### src/design/svd_pkg.sv
// Package for the supply-detect reset logic: register map, field
// positions, reset values and timing counts.
// Assumes a 125 MHz system clock and an 8-bit register port.
package svd_pkg;
  // Register indices on the plain register port
  localparam logic [0:0] ADDR_CONTROL = 1'h0;
  localparam logic [0:0] ADDR_STATUS = 1'h1;
  // Control field positions
  localparam int CTL_DET_EN = 7;
  localparam int CTL_LVL_SEL = 3;
  localparam int CTL_RST_EN = 2;
  localparam int CTL_FALL_IE = 1;
  localparam int CTL_RISE_IE = 0;
  localparam logic [7:0] CTL_FIXED_ONES = 8'h70;
  // Status field positions
  localparam int STS_FALL = 1;
  localparam int STS_RISE = 0;
  localparam logic [7:0] STS_FIXED_ONES = 8'hfc;
  // Timing
  localparam int CLK_MHZ = 125;
  localparam int PRESCALE_CYCLES = 131072;
  localparam int FILTER_NS = 100;
  localparam int FILTER_CYCLES = (FILTER_NS * CLK_MHZ) / 1000;
  localparam int DETECTOR_SETTLE_US = 50;
endpackage

### src/design/svd_reset_logic.sv
// Supply-detect reset and interrupt control for a supply monitor.
// Assumes analog comparators and the reset pin are asynchronous.
//
// The implementer's own choices: the register addresses and strobed register access.
`timescale 1ns/10ps
module svd_reset_logic
  import svd_pkg::*;
#(
  parameter int PRESCALE = PRESCALE_CYCLES
) (
  input wire logic sys_clk,
  input wire logic resetn,
  input wire logic reset_pin_n,
  input wire logic watchdog_reset,
  input wire logic cmp_below_fall,
  input wire logic cmp_above_rise,
  input wire logic cmp_below_reset_hi,
  input wire logic cmp_below_reset_lo,
  input wire logic reg_addr,
  input wire logic [7:0] reg_wdata,
  input wire logic reg_wr,
  input wire logic reg_rd,
  output logic [7:0] reg_rdata,
  output logic internal_reset_n,
  output logic low_voltage_reset_n,
  output logic low_voltage_detect_n,
  output logic supply_irq_request,
  output logic reset_level_select
);

  typedef enum logic [1:0] {
    SVD_RST_HOLD,
    SVD_RST_COUNT,
    SVD_RST_RUN
  } svd_rst_state_t;

  typedef struct packed {
    logic [1:0] pin_sync;
    logic [1:0] fall_sync;
    logic [1:0] rise_sync;
    logic [1:0] rhi_sync;
    logic [1:0] rlo_sync;
    logic pin_filt;
    logic [7:0] filt_cnt;
    svd_rst_state_t rst_state;
    logic [17:0] presc;
    logic det_en;
    logic lvl_sel;
    logic rst_en;
    logic fall_ie;
    logic rise_ie;
    logic fall_flag;
    logic rise_flag;
    logic fall_read1;
    logic rise_read1;
    logic armed;
    logic below_fall_d;
    logic [7:0] rdata;
    logic int_rst_n;
    logic lvr_n;
    logic det_n;
    logic irq;
  } svd_state_t;

  svd_state_t cur_ff;
  svd_state_t nxt_ff;

  // Counter is 18 bits wide, so PRESCALE must stay at or below 2**18
  localparam logic [7:0] FILT_LIMIT = 8'(FILTER_CYCLES);
  localparam logic [17:0] PRESC_LAST = 18'(PRESCALE - 1);

  // Flag clear: write of zero only after a read saw one
  function automatic logic flag_next(input logic cur, input logic set,
                                     input logic wr0, input logic seen1);
    flag_next = set | (cur & ~(wr0 & seen1));
  endfunction

  logic below_fall;
  logic above_rise;
  logic below_rst;
  logic fall_evt;
  logic rise_evt;
  logic lvr_hit;
  logic wr_ctl;
  logic wr_sts;
  logic rd_sts;

  // Decoded conditions shared by the next-state logic
  always_comb begin
    below_fall = cur_ff.fall_sync[1] & cur_ff.det_en;
    above_rise = cur_ff.rise_sync[1];
    // Higher level when the level select is set, else the lower level
    below_rst = cur_ff.lvl_sel ? cur_ff.rhi_sync[1]
                               : cur_ff.rlo_sync[1];
    lvr_hit = cur_ff.det_en & cur_ff.rst_en & below_rst;
    fall_evt = below_fall & ~cur_ff.below_fall_d;
    rise_evt = cur_ff.armed & above_rise & cur_ff.det_en;
    wr_ctl = reg_wr & (reg_addr == ADDR_CONTROL);
    wr_sts = reg_wr & (reg_addr == ADDR_STATUS);
    rd_sts = reg_rd & (reg_addr == ADDR_STATUS);
  end

  // Next-state logic for the whole block
  always_comb begin
    nxt_ff = cur_ff;
    // Two-stage synchronisers; first stage feeds only the second
    nxt_ff.pin_sync = {cur_ff.pin_sync[0], reset_pin_n};
    nxt_ff.fall_sync = {cur_ff.fall_sync[0], cmp_below_fall};
    nxt_ff.rise_sync = {cur_ff.rise_sync[0], cmp_above_rise};
    nxt_ff.rhi_sync = {cur_ff.rhi_sync[0], cmp_below_reset_hi};
    nxt_ff.rlo_sync = {cur_ff.rlo_sync[0], cmp_below_reset_lo};
    // Pin must hold a new level this long before it is believed
    if (cur_ff.pin_sync[1] == cur_ff.pin_filt) begin
      nxt_ff.filt_cnt = 8'h00;
    end else if (cur_ff.filt_cnt >= FILT_LIMIT) begin
      nxt_ff.pin_filt = cur_ff.pin_sync[1];
      nxt_ff.filt_cnt = 8'h00;
    end else begin
      nxt_ff.filt_cnt = cur_ff.filt_cnt + 8'h01;
    end
    // Reset sequencer around the prescaler
    case (cur_ff.rst_state)
      SVD_RST_HOLD: begin
        nxt_ff.presc = 18'h00000;
        if (cur_ff.pin_filt && !lvr_hit) begin
          nxt_ff.rst_state = SVD_RST_COUNT;
        end
      end
      SVD_RST_COUNT: begin
        nxt_ff.presc = cur_ff.presc + 18'h00001;
        if (cur_ff.presc == PRESC_LAST) begin
          nxt_ff.rst_state = SVD_RST_RUN;
          nxt_ff.int_rst_n = 1'b1;
        end
      end
      SVD_RST_RUN: begin
        nxt_ff.int_rst_n = 1'b1;
      end
      default: begin
        nxt_ff.rst_state = SVD_RST_HOLD;
      end
    endcase
    nxt_ff.lvr_n = ~lvr_hit;
    // Pin reset and low-voltage reset override the sequencer
    if (!cur_ff.pin_filt || lvr_hit) begin
      nxt_ff.rst_state = SVD_RST_HOLD;
      nxt_ff.presc = 18'h00000;
      nxt_ff.int_rst_n = 1'b0;
    end
    // Control register; the low-voltage reset path keeps sticky fields
    if (!cur_ff.pin_filt || watchdog_reset) begin
      nxt_ff.det_en = 1'b0;
      nxt_ff.lvl_sel = 1'b0;
      nxt_ff.rst_en = 1'b0;
      nxt_ff.fall_ie = 1'b0;
      nxt_ff.rise_ie = 1'b0;
    end else if (lvr_hit) begin
      nxt_ff.fall_ie = 1'b0;
      nxt_ff.rise_ie = 1'b0;
    end else if (wr_ctl) begin
      nxt_ff.det_en = reg_wdata[CTL_DET_EN];
      nxt_ff.lvl_sel = reg_wdata[CTL_LVL_SEL];
      nxt_ff.rst_en = reg_wdata[CTL_RST_EN];
      nxt_ff.fall_ie = reg_wdata[CTL_FALL_IE];
      nxt_ff.rise_ie = reg_wdata[CTL_RISE_IE];
    end
    // Rise arming: any fall event arms, cancelled by reset drop or detector off
    if (lvr_hit || below_rst || !cur_ff.det_en) begin
      nxt_ff.armed = 1'b0;
    end else if (fall_evt) begin
      nxt_ff.armed = 1'b1;
    end else if (rise_evt) begin
      nxt_ff.armed = 1'b0;
    end
    nxt_ff.below_fall_d = below_fall;
    // Detect signal low on fall, high again on rise
    if (fall_evt) begin
      nxt_ff.det_n = 1'b0;
    end else if (rise_evt) begin
      nxt_ff.det_n = 1'b1;
    end
    // Status flags; a set in the clearing cycle wins
    nxt_ff.fall_flag = flag_next(cur_ff.fall_flag, fall_evt,
      wr_sts & ~reg_wdata[STS_FALL], cur_ff.fall_read1);
    nxt_ff.rise_flag = flag_next(cur_ff.rise_flag,
      rise_evt & cur_ff.rise_ie,
      wr_sts & ~reg_wdata[STS_RISE], cur_ff.rise_read1);
    if (rd_sts) begin
      nxt_ff.fall_read1 = cur_ff.fall_flag;
      nxt_ff.rise_read1 = cur_ff.rise_flag;
    end else if (wr_sts) begin
      nxt_ff.fall_read1 = 1'b0;
      nxt_ff.rise_read1 = 1'b0;
    end
    // Either reset wipes the flags and parks the detect signal high
    if (!cur_ff.pin_filt || lvr_hit) begin
      nxt_ff.fall_flag = 1'b0;
      nxt_ff.rise_flag = 1'b0;
      nxt_ff.det_n = 1'b1;
    end
    // Interrupt request pulse in the flag-setting cycle
    nxt_ff.irq = (fall_evt & cur_ff.fall_ie)
               | (rise_evt & cur_ff.rise_ie);
    // Read data
    nxt_ff.rdata = 8'h00;
    if (reg_rd) begin
      if (reg_addr == ADDR_STATUS) begin
        nxt_ff.rdata = STS_FIXED_ONES
          | {6'h00, cur_ff.fall_flag, cur_ff.rise_flag};
      end else begin
        nxt_ff.rdata = CTL_FIXED_ONES | {cur_ff.det_en, 3'h0,
          cur_ff.lvl_sel, cur_ff.rst_en, cur_ff.fall_ie,
          cur_ff.rise_ie};
      end
    end
  end

  // State register
  always_ff @(posedge sys_clk or negedge resetn) begin
    if (!resetn) begin
      cur_ff <= '0;
      cur_ff.det_n <= 1'b1;
      cur_ff.lvr_n <= 1'b1;
    end else begin
      cur_ff <= nxt_ff;
    end
  end

  assign reg_rdata = cur_ff.rdata;
  assign internal_reset_n = cur_ff.int_rst_n;
  assign low_voltage_reset_n = cur_ff.lvr_n;
  assign low_voltage_detect_n = cur_ff.det_n;
  assign supply_irq_request = cur_ff.irq;
  assign reset_level_select = cur_ff.lvl_sel;

  // Checks on the register view
  a_status_ones: assert property (@(posedge sys_clk)
    disable iff (!resetn)
    $past(rd_sts) |-> reg_rdata[7:2] == 6'h3f)
    else $error("status upper bits not one");
  a_ctl_ones: assert property (@(posedge sys_clk)
    disable iff (!resetn)
    $past(reg_rd) && ($past(reg_addr) == ADDR_CONTROL)
    |-> reg_rdata[6:4] == 3'h7)
    else $error("control fixed bits not one");
  a_ctl_reset: assert property (@(posedge sys_clk)
    disable iff (!resetn)
    !cur_ff.pin_filt || watchdog_reset
    |=> !cur_ff.det_en && !cur_ff.lvl_sel && !cur_ff.rst_en)
    else $error("control not cleared by chip reset");

  // Checks on the status flags and the request
  a_fall_sets: assert property (@(posedge sys_clk)
    disable iff (!resetn)
    fall_evt && cur_ff.pin_filt && !lvr_hit |=> cur_ff.fall_flag)
    else $error("fall flag not set");
  a_clear_needs_read: assert property (@(posedge sys_clk)
    disable iff (!resetn)
    cur_ff.fall_flag && !cur_ff.fall_read1 && cur_ff.pin_filt
    && !lvr_hit |=> cur_ff.fall_flag)
    else $error("flag cleared without read");
  a_flag_cleared: assert property (@(posedge sys_clk)
    disable iff (!resetn)
    cur_ff.fall_flag && cur_ff.fall_read1 && wr_sts && !reg_wdata[STS_FALL]
    && !fall_evt |=> !cur_ff.fall_flag)
    else $error("flag not cleared after read");
  a_rise_needs_en: assert property (@(posedge sys_clk)
    disable iff (!resetn)
    $rose(cur_ff.rise_flag) |-> $past(cur_ff.rise_ie))
    else $error("rise flag without enable");
  a_rise_sets: assert property (@(posedge sys_clk)
    disable iff (!resetn)
    rise_evt && !fall_evt && cur_ff.rise_ie && cur_ff.pin_filt && !lvr_hit
    |=> cur_ff.rise_flag && supply_irq_request && low_voltage_detect_n)
    else $error("rise flag or irq missing");
  a_irq_fall: assert property (@(posedge sys_clk)
    disable iff (!resetn)
    fall_evt && cur_ff.fall_ie && cur_ff.pin_filt && !lvr_hit
    |=> supply_irq_request && !low_voltage_detect_n)
    else $error("fall irq missing");

  // Checks on the reset path
  a_pin_holds: assert property (@(posedge sys_clk)
    disable iff (!resetn)
    !cur_ff.pin_filt |=> !internal_reset_n)
    else $error("reset released while pin low");
  a_hold_presc: assert property (@(posedge sys_clk)
    disable iff (!resetn)
    !cur_ff.pin_filt
    |=> cur_ff.rst_state == SVD_RST_HOLD && cur_ff.presc == 18'h00000)
    else $error("prescaler not held while pin low");
  a_count_start: assert property (@(posedge sys_clk)
    disable iff (!resetn)
    cur_ff.rst_state == SVD_RST_HOLD && cur_ff.pin_filt && !lvr_hit
    |=> cur_ff.rst_state == SVD_RST_COUNT)
    else $error("prescaler did not start");
  a_presc_release: assert property (@(posedge sys_clk)
    disable iff (!resetn)
    $rose(internal_reset_n) |-> $past(cur_ff.presc) == PRESC_LAST)
    else $error("release before overflow");
  a_filter_short: assert property (@(posedge sys_clk)
    disable iff (!resetn)
    $changed(cur_ff.pin_filt) |-> $past(cur_ff.filt_cnt) == FILT_LIMIT)
    else $error("pin change not filtered");
  a_lvr_drive: assert property (@(posedge sys_clk)
    disable iff (!resetn)
    lvr_hit |=> !low_voltage_reset_n && !internal_reset_n)
    else $error("low voltage reset missing");
  a_lvr_exit: assert property (@(posedge sys_clk)
    disable iff (!resetn)
    $rose(low_voltage_reset_n) |-> !internal_reset_n)
    else $error("internal reset left before recount");
  a_lvr_keeps: assert property (@(posedge sys_clk)
    disable iff (!resetn)
    lvr_hit && cur_ff.pin_filt && !watchdog_reset
    |=> $stable(cur_ff.det_en) && $stable(cur_ff.rst_en)
    && $stable(cur_ff.lvl_sel))
    else $error("lvr cleared sticky bits");
  a_lvr_irq_off: assert property (@(posedge sys_clk)
    disable iff (!resetn)
    lvr_hit |=> !cur_ff.fall_ie && !cur_ff.rise_ie)
    else $error("lvr kept interrupt enables");

  // Main scenarios
  c_lvr: cover property (@(posedge sys_clk) $fell(low_voltage_reset_n));
  c_release: cover property (@(posedge sys_clk) $rose(internal_reset_n));
  c_rise: cover property (@(posedge sys_clk) $rose(cur_ff.rise_flag));
  c_fall_irq: cover property (@(posedge sys_clk) fall_evt && cur_ff.fall_ie);
  c_high_level: cover property (@(posedge sys_clk) lvr_hit && cur_ff.lvl_sel);

endmodule // svd_reset_logic

### config.mk
export PLATFORM = sky130hd
export DESIGN_NAME = svd_reset_logic
export DESIGN_NICKNAME = d
export VERILOG_FILES = /design/src/design/svd_pkg.sv /design/src/design/svd_reset_logic.sv
export SDC_FILE = /design/constraint.sdc
export NUM_CORES = 1
export LEC_CHECK = 0
export ABC_CLOCK_PERIOD_IN_PS = 3100
export BUFFER_PORTS_ARGS = -buffer_cell sky130_fd_sc_hd__buf_2
export CAP_MARGIN = 20
export CORE_ASPECT_RATIO = 0.9
export CORE_MARGIN = 2
export CORE_UTILIZATION = 60
export DETAILED_ROUTE_END_ITERATION = 10
export GPL_ROUTABILITY_DRIVEN = 0
export PLACE_DENSITY = 0.86
export RECOVER_POWER = 25
export SYNTH_ARGS = -nofsm -noshare
export SYNTH_HDL_FRONTEND = slang
export SYNTH_SLANG_ARGS = --single-unit
### constraint.sdc
create_clock -name sys_clk -period 3.1 [get_ports sys_clk]
set_clock_uncertainty 0.1 [all_clocks]
set_input_delay 0.93 -clock sys_clk [delete_from_list [all_inputs] [get_ports sys_clk]]
set_output_delay 0.93 -clock sys_clk [all_outputs]
set_load 0.05 [all_outputs]
* Word level (Yosys, flattened, before mapping) *
Cells that the tools add are included.

storage, ports and cells
  memories kept = 0
  word-level logic and storage cells = 110
  input port bits = 19
  memory bits (writable) = 0
  latch bits = 0
  bits in read-only memories = 0
  output and inout bits = 13
  register bits = 62

operators by class
  add/sub/neg operators = 2
  div/mod/pow operators = 0
  mux-type cells = 26
  order comparisons = 1
  multiply operators = 0
  reduce and logical (&&, ||, !) cells = 20
  equality and inequality tests = 8
  shift operators = 0
  bitwise operators = 28

operators by type and width
  operator               count
  $pmux 18 s2            1
  $mux 8                 4
  $mux 20                1
  $add 18x1->18 const B  1
  $eq 18x17->1 const B   1
  $and 1x1->1            17
  $reduce_bool 3->1      5
  $mux 2                 6
  $mux 5                 2
  $mux 1                 9
  $add 8x1->8 const B    1
  $ge 8x4->1 const B     1
  $not 1->1              8
  $ne 3x3->1 const B     2
  $pmux 2 s3             1
  $reduce_and 2->1       3
  $logic_or 1x1->1       4
  $reduce_bool 2->1      2
  $logic_not 1->1        3
  $mux 3                 1
  $or 1x1->1             3
  $reduce_and 3->1       1
  $eq 2x1->1 const B     1
  $eq 2x2->1 const B     1
  other kinds (6)        6

* Depth between registers and ports, before layout *
  word-level depth = 7
  depth in mapped cells = 7
  gate-level depth less buffers = 6

* Least setup slack after synthesis *
Ideal clock, no wire load.

  path type = register -> register
  from = register cur_ff (netlist bit reset_level_select)
  to = register cur_ff[40] (netlist bit)
  setup slack = 1236 ps
  data arrival time = 1682 ps
  library setup time = 82 ps
  buffers on the path = 1
  stages on the path, launching flop included = 6
  period minus slack after synthesis = 1864 ps
  required time = 2918 ps
  cells stage by stage = dfrtp_1 > mux2_4 > a21o_1 > buf_6 > a21o_1 > a31oi_1

between the ends
  cells in the longest elaborated chain, start to end = 4
  elaborated cells on any way between the ends = 5
  classes of those cells = mux (2); bitwise (1); reduce/logical (2)

RTL lines
  what                                                           RTL line                RTL
  from (decl)                                                    svd_reset_logic.sv:65   svd_state_t cur_ff;
  from (signal assigned)                                         svd_reset_logic.sv:225  cur_ff <= nxt_ff;
  $mux 1 *                                                       svd_reset_logic.sv:93   below_rst = cur_ff.lvl_sel ? cur_ff.rhi_sync[1]
  $and 1x1->1 *                                                  svd_reset_logic.sv:95   lvr_hit = cur_ff.det_en & cur_ff.rst_en & below_rst;
  $logic_or 1x1->1 *                                             svd_reset_logic.sv:145  if (!cur_ff.pin_filt || lvr_hit) begin
  $reduce_bool 3->1 (no line) / $mux 20 (equally long branches)  --

Every way passes the cells marked *; elsewhere a longest branch is shown, timed or not.
A chain may end at the register's enable or synchronous reset.

* Final worst setup path *
  from = register cur_ff (netlist bit low_voltage_detect_n)
  to = output low_voltage_detect_n

RTL lines
  what       RTL line               RTL
  to (decl)  svd_reset_logic.sv:26  output logic low_voltage_detect_n,

No word-level cell between the ends.

==> summary.txt <==
Outcome
  • Status: completed

Cells and area
  • Area growth, synth to finish: 12.5%
  • Share of cells above drive strength 1: 18.8%
  • Layout Nets: 303
  • Register area: 0.00150 mm²
  • # diodes: 0
  • Layout filler cell count: 339
  • Final core occ: between 60% and 70%
  • Commonest non-fill, non-tap cell in the layout: dfrtp_1
  • Post-route cell area: 0.00309 mm²
  • Final Non-Filler Cells: roughly 340
  • Most frequent cells in the layout: dfrtp_1, buf_2, nand2_1, nor2_1, clkbuf_8
  • Multi-input gate area: 0.00112 mm²

Floorplan
  • FP Rows: 23
  • Core area: 0.00443 mm²
  • Initial core utilization: 61.9%
  • Die X-Extent: around 75 µm
  • Die height: 68.1 µm
  • Die Area: between 0.005 and 0.006 mm²
  • Num ports: 32

Clocking
  • Setup Fix Bufs, Post-CTS: 0
  • H-tree depth: 3
  • PostCTS Resize Cnt: 0
  • CTS Buf Count: 9
  • Clock transition at path regs: about 0.070 ns
  • Clock sink count: 60
  • Clk Latency, worst-skew pair: between 0.3 and 0.4 ns
  • CTS Hold Bufs: 0
  • Root Driver: clkbuf_8
  • CTS tree: done
  • Max clock buf depth: 2

Setup path
  • CP Buf/Inv Count: 1
  • Critical-path top delay cell: dfstp_2
  • CP max FO: 2
  • Crit end category: primary output
  • Crit-path leading delay family: flip-flops
  • Kind of critical path: register to primary output
  • Critical Path RT: 2.07 ns
  • Startpoint types: register
  • CP peak stage delay: 0.54 ns
  • Arr. time, crit path: 1.14 ns
  • Crit-path cells: buf_2

Synthesis
  • Main synth FF type: dfrtp_1
  • Mapped Area: 0.00274 mm²
  • Synth cell types: 51
  • Mapped Cells: roughly 250
  • Post-synth EDFFs: 0
  • Sequential fraction of the synthesis area: a little over half
  • Ys async rst share: 100%
  • YS warnings: 0
  • Syn Area/Cell: 11.1 µm²
  • Yosys reg bits: 60

Pwr
  • Maximum VDD drop: approximately 540 µV
  • Leakage power: 1.44 nW
  • Pwr dens: 551 mW/mm²
  • Tot Pwr: 1.70 mW

Place
  • Placement Cell Area: slightly below 0.003 mm²
  • Post-Place Setup Slack: ~1.1 ns
  • Port buffer count: 28
  • Dpl cells: around 330
  • Post-DP HPWL: 3.40 mm

Route
  • Detailed Routing Iterations Pass 1: 4
  • Highest Signal Layer: met4
  • Vias: 1895
  • Via density: 5.51
  • Routed met2 length: about 2.3 mm
  • Iter 0 DRT Violations: around 140
  • Met3 routed WL: 264 µm
  • DRC: 0
  • WL met1: 2.27 mm
  • Total wire length: roughly 4.9 mm
  • Routed len/inst: 14.3 µm
  • Antenna viol nets, final: 0

Timing
  • Least-Margin Pin Slew: 0.809 ns
  • Final setup fails: 0
  • Final hold slack: 0.242 ns
  • Unrepaired setup endpoints after global routing: no
  • Final slew viol count: 0
  • Final worst setup slack: 0.931 ns
  • Min Clock Period, post-route: 2.17 ns
  • Max_slew headroom: 46.1%
  • Ratio of final minimum period to clock period: 70.0%
  • Hold Vio Cnt, Final: 0
  • Fin Setup TNS: 0 ns
  • Maximum operating frequency: 0.461 GHz

Run
  • Max Cap Viol: 0

Global route
  • First-pass GRT wire length: 8.49 mm
  • GR Overflow Total: 0
  • Initial antenna violation count: 0
  • Total GRT Usage: 22.9%
  • Largest net degree at the start of global routing: 39
  • Vias in the first global route: 1802

Worst hold path
  • Hold WC Path Type: register to register
==> final cells by class <==
class	instances	area share [%]
Timing Repair Buffer	30	4.95
Multi-Input combinational cell	168	36.2
Tap cell	62	2.51
Clock buffer	12	5.03
Clock inverter	4	1.58
Sequential cell	60	48.7
Inverter	8	0.973
==> synthesized netlist by cell type (2+ instances only) <==
master,number,area share [%]
dfrtp_1,58,53
nand2_1,15,2.1
nor2_1,15,2.1
a21oi_1,10,1.8
a31oi_1,10,2.3
mux2i_1,10,3.6
nand3_1,9,1.6
buf_4,8,2.2
inv_1,8,1.1
o21ai_0,8,1.5
ha_1,7,3.2
nor3_1,7,1.3
nand2b_1,5,1.1
nand4_1,5,1.1
nor2b_1,5,1.1
a21boi_0,4,1.1
and2_1,4,0.91
and3_1,4,0.91
o21a_1,4,1.1
a21o_1,3,0.82
a22o_1,3,0.96
a32o_1,3,1.1
buf_2,3,0.55
o21ai_1,3,0.55
xor2_1,3,0.96
and4_1,2,0.64
buf_6,2,0.82
dfstp_2,2,1.9
nand3b_1,2,0.55
nand4b_1,2,0.64
o211ai_1,2,0.55
or3_1,2,0.46
==> cell families after synthesis <==
| family | synth area share (%) |
|---|---|
| buffers and inverters | 4.79 |
| AND/OR/NAND/NOR | 16.1 |
| AO/OA/AOI/OAI | 15.1 |
| XOR/XNOR | 1.28 |
| multiplexers | 4.61 |
| other | 0.137 |
| flip-flops | 54.8 |
| adder cells (fa/ha/maj) | 3.19 |
==> power breakdown <==
group | leakage, nW | internal [mW] | switching [mW]
clock | 0.106 | 0.413 | 0.293
combinational | 0.547 | 0.0531 | 0.116
sequential | 0.787 | 0.807 | 0.0175
total | 1.44 | 1.27 | 0.426
==> flip-flops by register name (all words and copies together) (netlist names) <==
name	count
cur_ff	48
low_voltage_reset_n	1
above_rise	1
low_voltage_detect_n	1
reset_level_select	1
reg_rdata	6
internal_reset_n	1
supply_irq_request	1
==> worst paths after layout <==
kind | from | end | slack [ns] | depth (start not counted)
worst max-delay path | low_voltage_detect_n | low_voltage_detect_n | 0.93 | 1
worst min-delay path | cur_ff[56] | above_rise | 0.24 | 0
worst max register to register | cur_ff[22] | cur_ff[28] | 1.09 | 4
worst min register to register | cur_ff[56] | above_rise | 0.24 | 0
max in group asynchronous | resetn | cur_ff[43] | 1.64 | 2
min in group asynchronous | resetn | cur_ff[22] | 0.57 | 1
==> worst register-to-register path, stage by stage (launching register included) <==
cell and delay [ns]:
dfrtp_1 0.50, and2_0 0.36, a21o_1 0.48, o21ai_0 0.18
a22o_1 0.27
==> metal layers <==
metal	up-vias	track usage [%]
met5	-	0
met4	0	8.11
met3	11	8.84
met2	39	34.0
met1	906	31.0
li1	939	-
Note: power is estimated with default switching activity, not from simulation.
